File: src/sop_consts.vh
// Constants for the sixteen channel output port
// How it works
// - Sixteen independent output channels, each with its own indicator.
// - Two-byte image at offset zero; byte 0 drives channels 0-7, byte 1 channels 8-15.
// - No input bytes; reads of input data return nothing.
// - Channel indicator lit while its channel is one, dark while zero.
// - Overload raises diagnostic interrupt only when the parameter enables it.
// - Red indicator steady while any output is overloaded, regardless of enable.
// - Green indicators steady while backplane works and no fault is reported.
// - Red indicator steady while an overload is reported; an invalid configuration alone blinks it.
// - Invalid configuration blinks red indicator at one hertz.
// - Backplane failure blinks green indicators at one hertz.
// - When the interrupt cause disappears, a going event is signalled automatically.
// - Diagnostic byte 0 bit 4 set while any output is overloaded.
`ifndef SOP_CONSTS_VH
`define SOP_CONSTS_VH
`define SOP_IMG_OFFSET    1'h0
`define SOP_BYTE0_LSB     0
`define SOP_BYTE1_LSB     8
`define SOP_IMG_RESET     16'h0000
`define SOP_DIAG_RESET    8'h00
`define SOP_IN_EMPTY      8'h00
`define SOP_BLINK_RESET   1'h0
`define SOP_DIAG_OVL_BIT  4
`define SOP_DIAG_CFG_BIT  7
`define SOP_DIAG_EXT_BIT  2
`define SOP_CLK_HZ        100000000
`define SOP_BLINK_HZ      1
`define SOP_HALF_CYCLES   (`SOP_CLK_HZ / (2 * `SOP_BLINK_HZ))
`endif

File: src/sop_output_port.v
// Sixteen channel output port core
`timescale 1ns/1ns
`include "sop_consts.vh"

// ----------------------------------------
// Two-stage synchroniser
// ----------------------------------------
module sop_sync2 #(
	parameter W = 1
) (
	input  wire           clk,
	input  wire           rst_n,
	input  wire [W-1:0]   d,
	output wire [W-1:0]   q
);

// Only the second stage is read, so a metastable first stage stays local
reg [W-1:0] s1_reg;
reg [W-1:0] s2_reg;

always @(posedge clk or negedge rst_n) begin
	if (!rst_n) begin
		s1_reg <= {W{1'h0}};
		s2_reg <= {W{1'h0}};
	end else begin
		s1_reg <= d;
		s2_reg <= s1_reg;
	end
end

assign q = s2_reg;

endmodule // sop_sync2

// ----------------------------------------
// Half-period tick divider
// ----------------------------------------
module sop_tick_div #(
	parameter HALF_CYCLES = `SOP_HALF_CYCLES,
	parameter CNT_W       = 32
) (
	input  wire   clk,
	input  wire   rst_n,
	output wire   tick
);

// Counter must be wide enough to hold HALF_CYCLES - 1
localparam [CNT_W-1:0] LAST_CNT = HALF_CYCLES - 1;
localparam [CNT_W-1:0] ONE_CNT  = 1;

reg  [CNT_W-1:0] cnt_reg;
reg              tick_reg;
wire             wrap_w = (cnt_reg == LAST_CNT);

always @(posedge clk or negedge rst_n) begin
	if (!rst_n) begin
		cnt_reg  <= {CNT_W{1'h0}};
		tick_reg <= 1'h0;
	end else begin
		tick_reg <= wrap_w;
		if (wrap_w)
			cnt_reg <= {CNT_W{1'h0}};
		else
			cnt_reg <= cnt_reg + ONE_CNT;
	end
end

assign tick = tick_reg;

endmodule // sop_tick_div

// ----------------------------------------
// Image byte lane
// ----------------------------------------
module sop_byte_lane #(
	parameter W = 8
) (
	input  wire [W-1:0]   wdata,
	input  wire [W-1:0]   cur,
	input  wire           load,
	output wire [W-1:0]   nxt
);

// Disabled lanes keep their value, so a one-byte write leaves the other alone
assign nxt = load ? wdata : cur;

endmodule // sop_byte_lane

module sop_output_port #(
	parameter NCH         = 16,
	parameter HALF_CYCLES = `SOP_HALF_CYCLES
) (
	input  wire             clk,
	input  wire             rst_n,
	input  wire             img_wr,
	input  wire             img_addr,
	input  wire [1:0]       img_be,
	input  wire [15:0]      img_wdata,
	input  wire             in_rd,
	output wire             in_valid,
	output wire [7:0]       in_rdata,
	input  wire [NCH-1:0]   overload_pin,
	input  wire             cfg_invalid,
	input  wire             bus_ok,
	input  wire             diag_irq_en,
	output reg  [NCH-1:0]   channel_out,
	output reg  [NCH-1:0]   channel_led,
	output reg              led_green,
	output reg              led_red,
	output reg  [7:0]       diag_byte0,
	output reg              diag_incoming,
	output reg              diag_going,
	output reg              diag_active
);

// ----------------------------------------
// Input synchronisers
// ----------------------------------------
// Overload, config and bus status come from outside, so two stages first
wire [NCH-1:0] ovl_sync_w;
wire [1:0]     st_sync_w;

sop_sync2 #(
	.W(NCH)
) i_ovl_sync (
	.clk   (clk),
	.rst_n (rst_n),
	.d     (overload_pin),
	.q     (ovl_sync_w)
);

sop_sync2 #(
	.W(2)
) i_st_sync (
	.clk   (clk),
	.rst_n (rst_n),
	.d     ({bus_ok, cfg_invalid}),
	.q     (st_sync_w)
);

wire any_ovl = |ovl_sync_w;
wire cfg_bad = st_sync_w[0];
wire link_ok = st_sync_w[1];

// ----------------------------------------
// Output image
// ----------------------------------------
// Writes to any other offset are dropped, not wrapped onto the image
wire           img_hit_w = img_wr && (img_addr == `SOP_IMG_OFFSET);
wire [NCH-1:0] img_next_w;

sop_byte_lane #(
	.W(8)
) i_lane0 (
	.wdata (img_wdata[`SOP_BYTE0_LSB +: 8]),
	.cur   (channel_out[`SOP_BYTE0_LSB +: 8]),
	.load  (img_hit_w && img_be[0]),
	.nxt   (img_next_w[`SOP_BYTE0_LSB +: 8])
);

sop_byte_lane #(
	.W(8)
) i_lane1 (
	.wdata (img_wdata[`SOP_BYTE1_LSB +: 8]),
	.cur   (channel_out[`SOP_BYTE1_LSB +: 8]),
	.load  (img_hit_w && img_be[1]),
	.nxt   (img_next_w[`SOP_BYTE1_LSB +: 8])
);

always @(posedge clk or negedge rst_n) begin
	if (!rst_n) begin
		channel_out <= `SOP_IMG_RESET;
		channel_led <= `SOP_IMG_RESET;
	end else begin
		channel_out <= img_next_w;
		// Indicators load with the image, so they never lag the pins
		channel_led <= img_next_w;
	end
end

// ----------------------------------------
// Input area
// ----------------------------------------
// No input bytes: a read is accepted but never returns data
reg [7:0] in_rdata_reg;

always @(posedge clk or negedge rst_n) begin
	if (!rst_n)
		in_rdata_reg <= `SOP_IN_EMPTY;
	else if (in_rd)
		in_rdata_reg <= `SOP_IN_EMPTY;
end

assign in_valid = 1'h0;
assign in_rdata = in_rdata_reg;

// ----------------------------------------
// One hertz blink divider
// ----------------------------------------
// Divider gives one pulse per half period; the phase flop toggles on it
wire half_tick_w;
reg  blink_reg;

sop_tick_div #(
	.HALF_CYCLES (HALF_CYCLES),
	.CNT_W       (32)
) i_blink_div (
	.clk   (clk),
	.rst_n (rst_n),
	.tick  (half_tick_w)
);

always @(posedge clk or negedge rst_n) begin
	if (!rst_n)
		blink_reg <= `SOP_BLINK_RESET;
	else if (half_tick_w)
		blink_reg <= ~blink_reg;
end

// ----------------------------------------
// Status indicators and diagnostics
// ----------------------------------------
// Overload wins over config blink on red: steady beats blinking
reg       ovl_d_reg;
reg       green_next;
reg       red_next;
reg [7:0] diag_next;
wire      ovl_rise_w = any_ovl && !ovl_d_reg;

always @* begin
	if (!link_ok)
		green_next = blink_reg;
	else
		green_next = !(any_ovl || cfg_bad);
end

always @* begin
	if (any_ovl)
		red_next = 1'h1;
	else if (cfg_bad)
		red_next = blink_reg;
	else
		red_next = 1'h0;
end

// Overload also counts as an external fault in the record
always @* begin
	diag_next                    = `SOP_DIAG_RESET;
	diag_next[`SOP_DIAG_OVL_BIT] = any_ovl;
	diag_next[`SOP_DIAG_EXT_BIT] = any_ovl;
	diag_next[`SOP_DIAG_CFG_BIT] = cfg_bad;
end

always @(posedge clk or negedge rst_n) begin
	if (!rst_n) begin
		led_green     <= 1'h0;
		led_red       <= 1'h0;
		diag_byte0    <= `SOP_DIAG_RESET;
		diag_incoming <= 1'h0;
		diag_going    <= 1'h0;
		diag_active   <= 1'h0;
		ovl_d_reg     <= 1'h0;
	end else begin
		led_green     <= green_next;
		led_red       <= red_next;
		diag_byte0    <= diag_next;
		ovl_d_reg     <= any_ovl;
		diag_incoming <= diag_irq_en && ovl_rise_w;
		// Going follows only an interrupt that was raised
		diag_going    <= diag_active && !any_ovl;
		if (diag_irq_en && ovl_rise_w)
			diag_active <= 1'h1;
		else if (!any_ovl)
			diag_active <= 1'h0;
	end
end

endmodule // sop_output_port

File: config.mk
export PLATFORM = sky130hd
export DESIGN_NAME = sop_output_port
export DESIGN_NICKNAME = d
export VERILOG_FILES = /design/src/sop_output_port.v
export VERILOG_INCLUDE_DIRS = /design/src
export SDC_FILE = /design/constraint.sdc
export NUM_CORES = 1
export LEC_CHECK = 0
export BUFFER_PORTS_ARGS = -buffer_cell sky130_fd_sc_hd__buf_4
export CAP_MARGIN = 20
export CORE_MARGIN = 5
export CORE_UTILIZATION = 23
export CTS_CLUSTER_DIAMETER = 200
export DETAILED_ROUTE_END_ITERATION = 10
export PLACE_DENSITY_LB_ADDON = 0.1
export SLEW_MARGIN = 20
export SYNTH_ARGS = -nofsm -noshare
export SYNTH_HDL_FRONTEND = slang
export SYNTH_SLANG_ARGS = --single-unit
File: constraint.sdc
create_clock -name clk -period 1.86 [get_ports clk]
set_input_delay 0.279 -clock clk [delete_from_list [all_inputs] [get_ports clk]]
set_output_delay 0.279 -clock clk [all_outputs]
set_load 0.1 [all_outputs]
# After elaboration in Yosys (flattened, before gate mapping)
# Index checks and enable logic that the tools add are counted.
# classes
addsub	1
eq_ne	2
n_mux	6
bitwise_logic	2
reduce_logical	11
# ops
operator	count
adder 32 x 1 -> 32 bit (second input constant)	1
== test 32 x 26 -> 1 bit (second input constant)	1
two-way mux 32 bit	1
OR reduction 16 bit	1
logical AND 1 bit	6
two-way mux 1 bit	5
logical NOT 1 bit	3
!= test 2 x 1 -> 1 bit (second input constant)	1
NOT 1 bit	2
logical OR 1 bit	1
# word_totals
ff_bits	95
input_bits	42
output_inout_bits	54
wordCells	38

# Longest topological paths before layout
# logic_depth
ltp_word	4
ltp_mapped	6
mapped_depth_nobuf	6

# Modules after synthesis
# A second synthesis with hierarchy kept.
# unflattened
cells_unflattened	282
hier_area_um2	3727.3
# by_module_without_submodules
mod	instances	cells_each	area_each_um2	seq_area_each_um2
sop_tick_div	1	154	1610.3	825.8
sop_output_port	1	74	953.4	600.6
sop_sync2 at i_ovl_sync	1	32	800.8	800.8
sop_byte_lane	2	9	131.4	0.0
sop_sync2 at i_st_sync	1	4	100.1	100.1

# Worst setup path before layout
# OpenSTA, ideal clock, no wires.
# synth_path
path_type	reg-to-reg
from	register i_blink_div.cnt_reg[0]
to	register i_blink_div.cnt_reg[7]
setup_ns	0.119
arrival_ns	1.569
t_required_ns	1.741
path_slack_ns	0.172
path_stages_with_launch	7
path_buffers	1
period_less_slack_ns	1.688
path_cell_list	dfrtp_1 ha_1 nand3_1 or2_2 nor4_4 buf_4 nor2_1
# synth_via
elab_chain_cells	2
elab_cells_between_ends	3
cone_classes	add/sub: 1; eq/ne: 1; mux: 1
# synth_lines
item	line	source
start: declaration	sop_output_port.v:51	reg [CNT_W-1:0] cnt_reg;
start signal: assignment	sop_output_port.v:57	cnt_reg <= {CNT_W{1'h0}};
start signal: assignment	sop_output_port.v:62	cnt_reg <= {CNT_W{1'h0}};
start signal: assignment	sop_output_port.v:64	cnt_reg <= cnt_reg + ONE_CNT;
== test 32 x 26 -> 1 bit	sop_output_port.v:53	wire wrap_w = (cnt_reg == LAST_CNT);
named net i_blink_div.wrap_w	sop_output_port.v:53	
two-way mux 32 bit	sop_output_port.v:61	if (wrap_w)
# The timed path passes the listed nets, and every way through them passes these cells.
# A chain may end at the register's enable or synchronous reset.

# Final worst setup path
# layout_path
from	register i_blink_div.cnt_reg[7]
to	register i_blink_div.cnt_reg[7]
# layout_via
elab_chain_cells	2
elab_cells_between_ends	3
cone_classes	add/sub: 1; eq/ne: 1; mux: 1
# layout_lines
item	line
adder 32 x 1 -> 32 bit / == test 32 x 26 -> 1 bit (equally long branches)	sop_output_port.v:64, sop_output_port.v:53
two-way mux 32 bit (*)	sop_output_port.v:61
# Mark *: on every way between the ends. The rest lies on a longest branch, timed or not.

==> results.md <==
- Status: complete, but fails checks
- Failing checks: hold timing
- Detailed-router iteration count before antenna repair: 4
- Drt drc: 0
- IO Pins: 96
- NumNets Final: 422
- Clk root buf: sky130_fd_sc_hd__clkbuf_16
- Cell Area, Placed: 4560 um2
- Achievable frequency: 0.580 GHz
- Share of power burned in the clock network: 34.1%
- Iteration-0 DRC Markers: 59
- Post-route clock period utilization: 92.7%
- Clk buf depth: 2
- Cell area power density: 1160 nW/um2
- Number of H-tree levels: 3
- Dominant cell type by area after synthesis: sky130_fd_sc_hd__dfrtp_1
- DR vias: 2340
- Overall die area: 18800 um2
- Yosys synthesis warning count: 0
- Count of nets left with antenna violations after detail routing: 0
- Critical register-to-register path endpoint: i_blink_div.cnt_reg[7]
- Final hold violation count: 19
- Last weighted congestion value of the routability-driven placer: 0.718
- Maximum ir drop on the vdd rail: 507 uV
- Flip-flop count of the largest register, all copies and words added: 32
- Startpoint of the lowest-slack register-to-register path: i_blink_div.cnt_reg[7]
- Gr usage total: 8.32%
- Unrepaired setup endpoints after global routing: no
- Fin Hold WS: -0.0323 ns
- Post-detailed-routing wire length: 7.52 mm
- Number of fill cells: 1659
- Util after Layout: 30.8%
- Pin count of the biggest net entering global routing: 94
- Sum of overflow across all layers after global routing: 0
- Final sum of negative setup slack: 0 ns
- Worst endpoint data arrival time: 1.95 ns
- Clock slew at reported path FFs: 0.07 ns
- Max-slew violations: 0
- Number of buffers created by CTS: 9
- Critical Path Fanout Max: 7
- Synth area leaders: sky130_fd_sc_hd__dfrtp_1, sky130_fd_sc_hd__buf_4, sky130_fd_sc_hd__mux2_2
- Cell count after synthesis: 287
- Most instantiated flip-flop cell in the synthesis netlist: sky130_fd_sc_hd__dfrtp_1
- Share of final-layout standard cells stronger than drive strength 1: 39.3%
- Switching part of the total: 38.4%
- TritonCTS clock tree: done
- Number of buffer and inverter stages on the critical path: 2
- Share of power burned in registers: 38.7%
- Sinks on Clock Net: 93
- Final setup vio count: 0
- Count of flip-flops with a built-in enable after synthesis: 0
- Die height: 137 um
- Post-synth top area share: 62.6%
- Layout overhead on the synthesized area: 31.8%
- Initial antenna violation count: 0
- Net switching power: 0.00218 W
- Inserted Diodes: 0
- Highest-delay cell along the critical path: sky130_fd_sc_hd__dfrtp_1
- Post-DR vias/cell: 3.90
- Startpoint class of the critical path: flip-flop
- HPWL after detailed placement: 5.45 mm
- Critical setup path kind: flip-flop to flip-flop
- Chip width: 137 um
- Initial cell density of the core: 23.4%
- Finished layout cell area: 4900 um2
- Internal power contribution: 0.00348 W
- Critical Path, Cell by Cell: nor4b_2 > nand3_1 > buf_4 > nor4_4 > buf_4 > nor2_1
- Most frequent cell on the critical path: sky130_fd_sc_hd__buf_4
- Combinational group share of total power: 27.3%
- Final Critical Period: 1.72 ns
- Hold bufs inserted after CTS: 0
- Core box area: 15900 um2
- Global-route wire length before repair: 12.1 mm
- Async set or reset register ratio after synthesis: 100%
- Sequential fraction of the synthesis area: 62.6%
- Largest delay share family, worst path: simple AND/OR/NAND/NOR gates
- Critical path's largest stage delay: 0.45 ns
- Standard-cell row count: 46
- Mean routed wirelength per cell: 12.5 um
- Vias in the first global route: 2365
- Register-to-Register Path Depth: 6
- Tightest Hold Check Type: input port to async pin
- Post-synth design cell area: 3710 um2
- Synthesized flop and latch total: 93
- Leakage power figure: 2.27 nW
- Required time reported for the critical path endpoint: 2.09 ns
- # port buffers: 80
- Average instance area after synthesis: 12.9 um2
- Register-to-register path setup slack: 0.14 ns
- MaxCap Viol Count: 0
- Count of unique library cells instantiated by Yosys: 39
- Clock latency at the later pin of the worst-skew pair: 0.34 ns
- Clock Skew: 0.00660 ns
- Endpoint kind of the worst setup timing path: flip-flop
==> power groups by stage <==
stage / clock network (W) / registers, W / logic [W]
final: 0.00193 / 0.00219 / 0.00154
after global routing: 0.00210 / 0.00220 / 0.00158
after CTS: 0.00202 / 0.00219 / 0.00156
after detailed placement: 0 / 0.00223 / 0.00156
after global placement: 0 / 0.00223 / 0.00155
after floorplan: 0 / 0.00272 / 0.000815
==> worst register-to-register path, delay by kind of cell, from the launching register on <==
kind,cells,cell delay (ns)
AND/OR/NAND/NOR,4,0.77
buffers and inverters,2,0.39
flip-flops,1,0.45
==> cell type report <==
type / instances / area (um2) / share of cell area, %
tap: 216 / 270 / 5.52
sequential: 93 / 2330 / 47.5
inverter: 5 / 18.8 / 0.383
timing repair buffer: 102 / 778 / 15.9
multi-input combinational: 168 / 1180 / 24.2
clock buffer: 9 / 225 / 4.60
clock inverter: 7 / 93.8 / 1.92
==> kinds of logic after synthesis <==
kind of cell               Yosys count  share of synthesized area [%]
AOI/OAI and AO/OA                   10                           1.79
xor gates and xnor gates            26                           6.13
adders and majority gates            1                          0.337
buffers and inverters               39                           7.31
DFF                                 93                           62.6
muxes                               18                           5.42
other                                1                          0.101
and+or+nand+nor                     99                           16.3
==> routing by layer <==
metal,vias up,global-route usage (%),routed length [um]
li1,1123,-,-
met1,1132,10.6,3280
met4,0,4.16,120
met2,76,12.9,3600
met3,9,2.43,518
met5,-,0,0
==> stage by stage <==
step | hold WS, ns | std cells | total power, W | setup slack, ns
3_3_place_gp | 0.332 | 584 | 0.00378 | 0.101
6_report | -0.0323 | 600 | 0.00566 | 0.136
4_1_cts | 0.00152 | 600 | 0.00577 | 0.0388
2_1_floorplan | -0.0166 | 300 | 0.00354 | 0.172
3_5_place_dp | 0.335 | 584 | 0.00379 | 0.0542
5_1_grt | 0.0154 | 600 | 0.00589 | 0.00612
==> how the worst max path moves through the flow <==
stage	from	to	cells past startpoint
global route	i_blink_div.cnt_reg[0]	i_blink_div.cnt_reg[5]	6
floorplan	i_blink_div.cnt_reg[0]	i_blink_div.cnt_reg[7]	6
detailed placement	i_blink_div.cnt_reg[7]	i_blink_div.cnt_reg[14]	5
finish	i_blink_div.cnt_reg[7]	i_blink_div.cnt_reg[7]	6
global placement	i_blink_div.cnt_reg[0]	i_blink_div.cnt_reg[25]	6
CTS	i_blink_div.cnt_reg[7]	i_blink_div.cnt_reg[14]	5
==> layout by cell type (no fill, tap or decap), drive strengths merged, types with 4 or more instances in the layout <==
| master | count |
|---|---|
| nand4 | 9 |
| clkbuf | 9 |
| nand3 | 15 |
| buf | 102 |
| conb | 14 |
| nand2 | 11 |
| mux2 | 17 |
| xor2 | 16 |
| dfrtp | 93 |
| nor2 | 26 |
| nor4b | 4 |
| xnor2 | 10 |
| nor3 | 5 |
| inv | 7 |
| nor4 | 14 |
==> what timing repair did <==
action	CTS	global route
endpoints found under the setup margin	0	3
gates resized for setup	0	3
setup buffers	0	0
==> synth_stat cells (2+ instances only) <==
cell type / instances
sky130_fd_sc_hd__buf_4: 33
sky130_fd_sc_hd__and3_1: 2
sky130_fd_sc_hd__xor2_1: 16
sky130_fd_sc_hd__mux2_2: 17
sky130_fd_sc_hd__or2_2: 2
sky130_fd_sc_hd__nor2b_1: 3
sky130_fd_sc_hd__inv_1: 5
sky130_fd_sc_hd__nand3_2: 2
sky130_fd_sc_hd__nand2b_1: 3
sky130_fd_sc_hd__and2_1: 2
sky130_fd_sc_hd__nand4_1: 9
sky130_fd_sc_hd__nor2_1: 26
sky130_fd_sc_hd__dfrtp_1: 93
sky130_fd_sc_hd__nor3_1: 3
sky130_fd_sc_hd__xnor2_1: 10
sky130_fd_sc_hd__nor4_4: 2
sky130_fd_sc_hd__nand2_1: 11
sky130_fd_sc_hd__nor4_1: 10
sky130_fd_sc_hd__nand3_1: 11
sky130_fd_sc_hd__nor4_2: 2
sky130_fd_sc_hd__nand3_4: 2
sky130_fd_sc_hd__nor4b_1: 4
sky130_fd_sc_hd__a31oi_1: 2
sky130_fd_sc_hd__nor3_2: 2
Note: power is estimated with default switching activity, not from simulation.
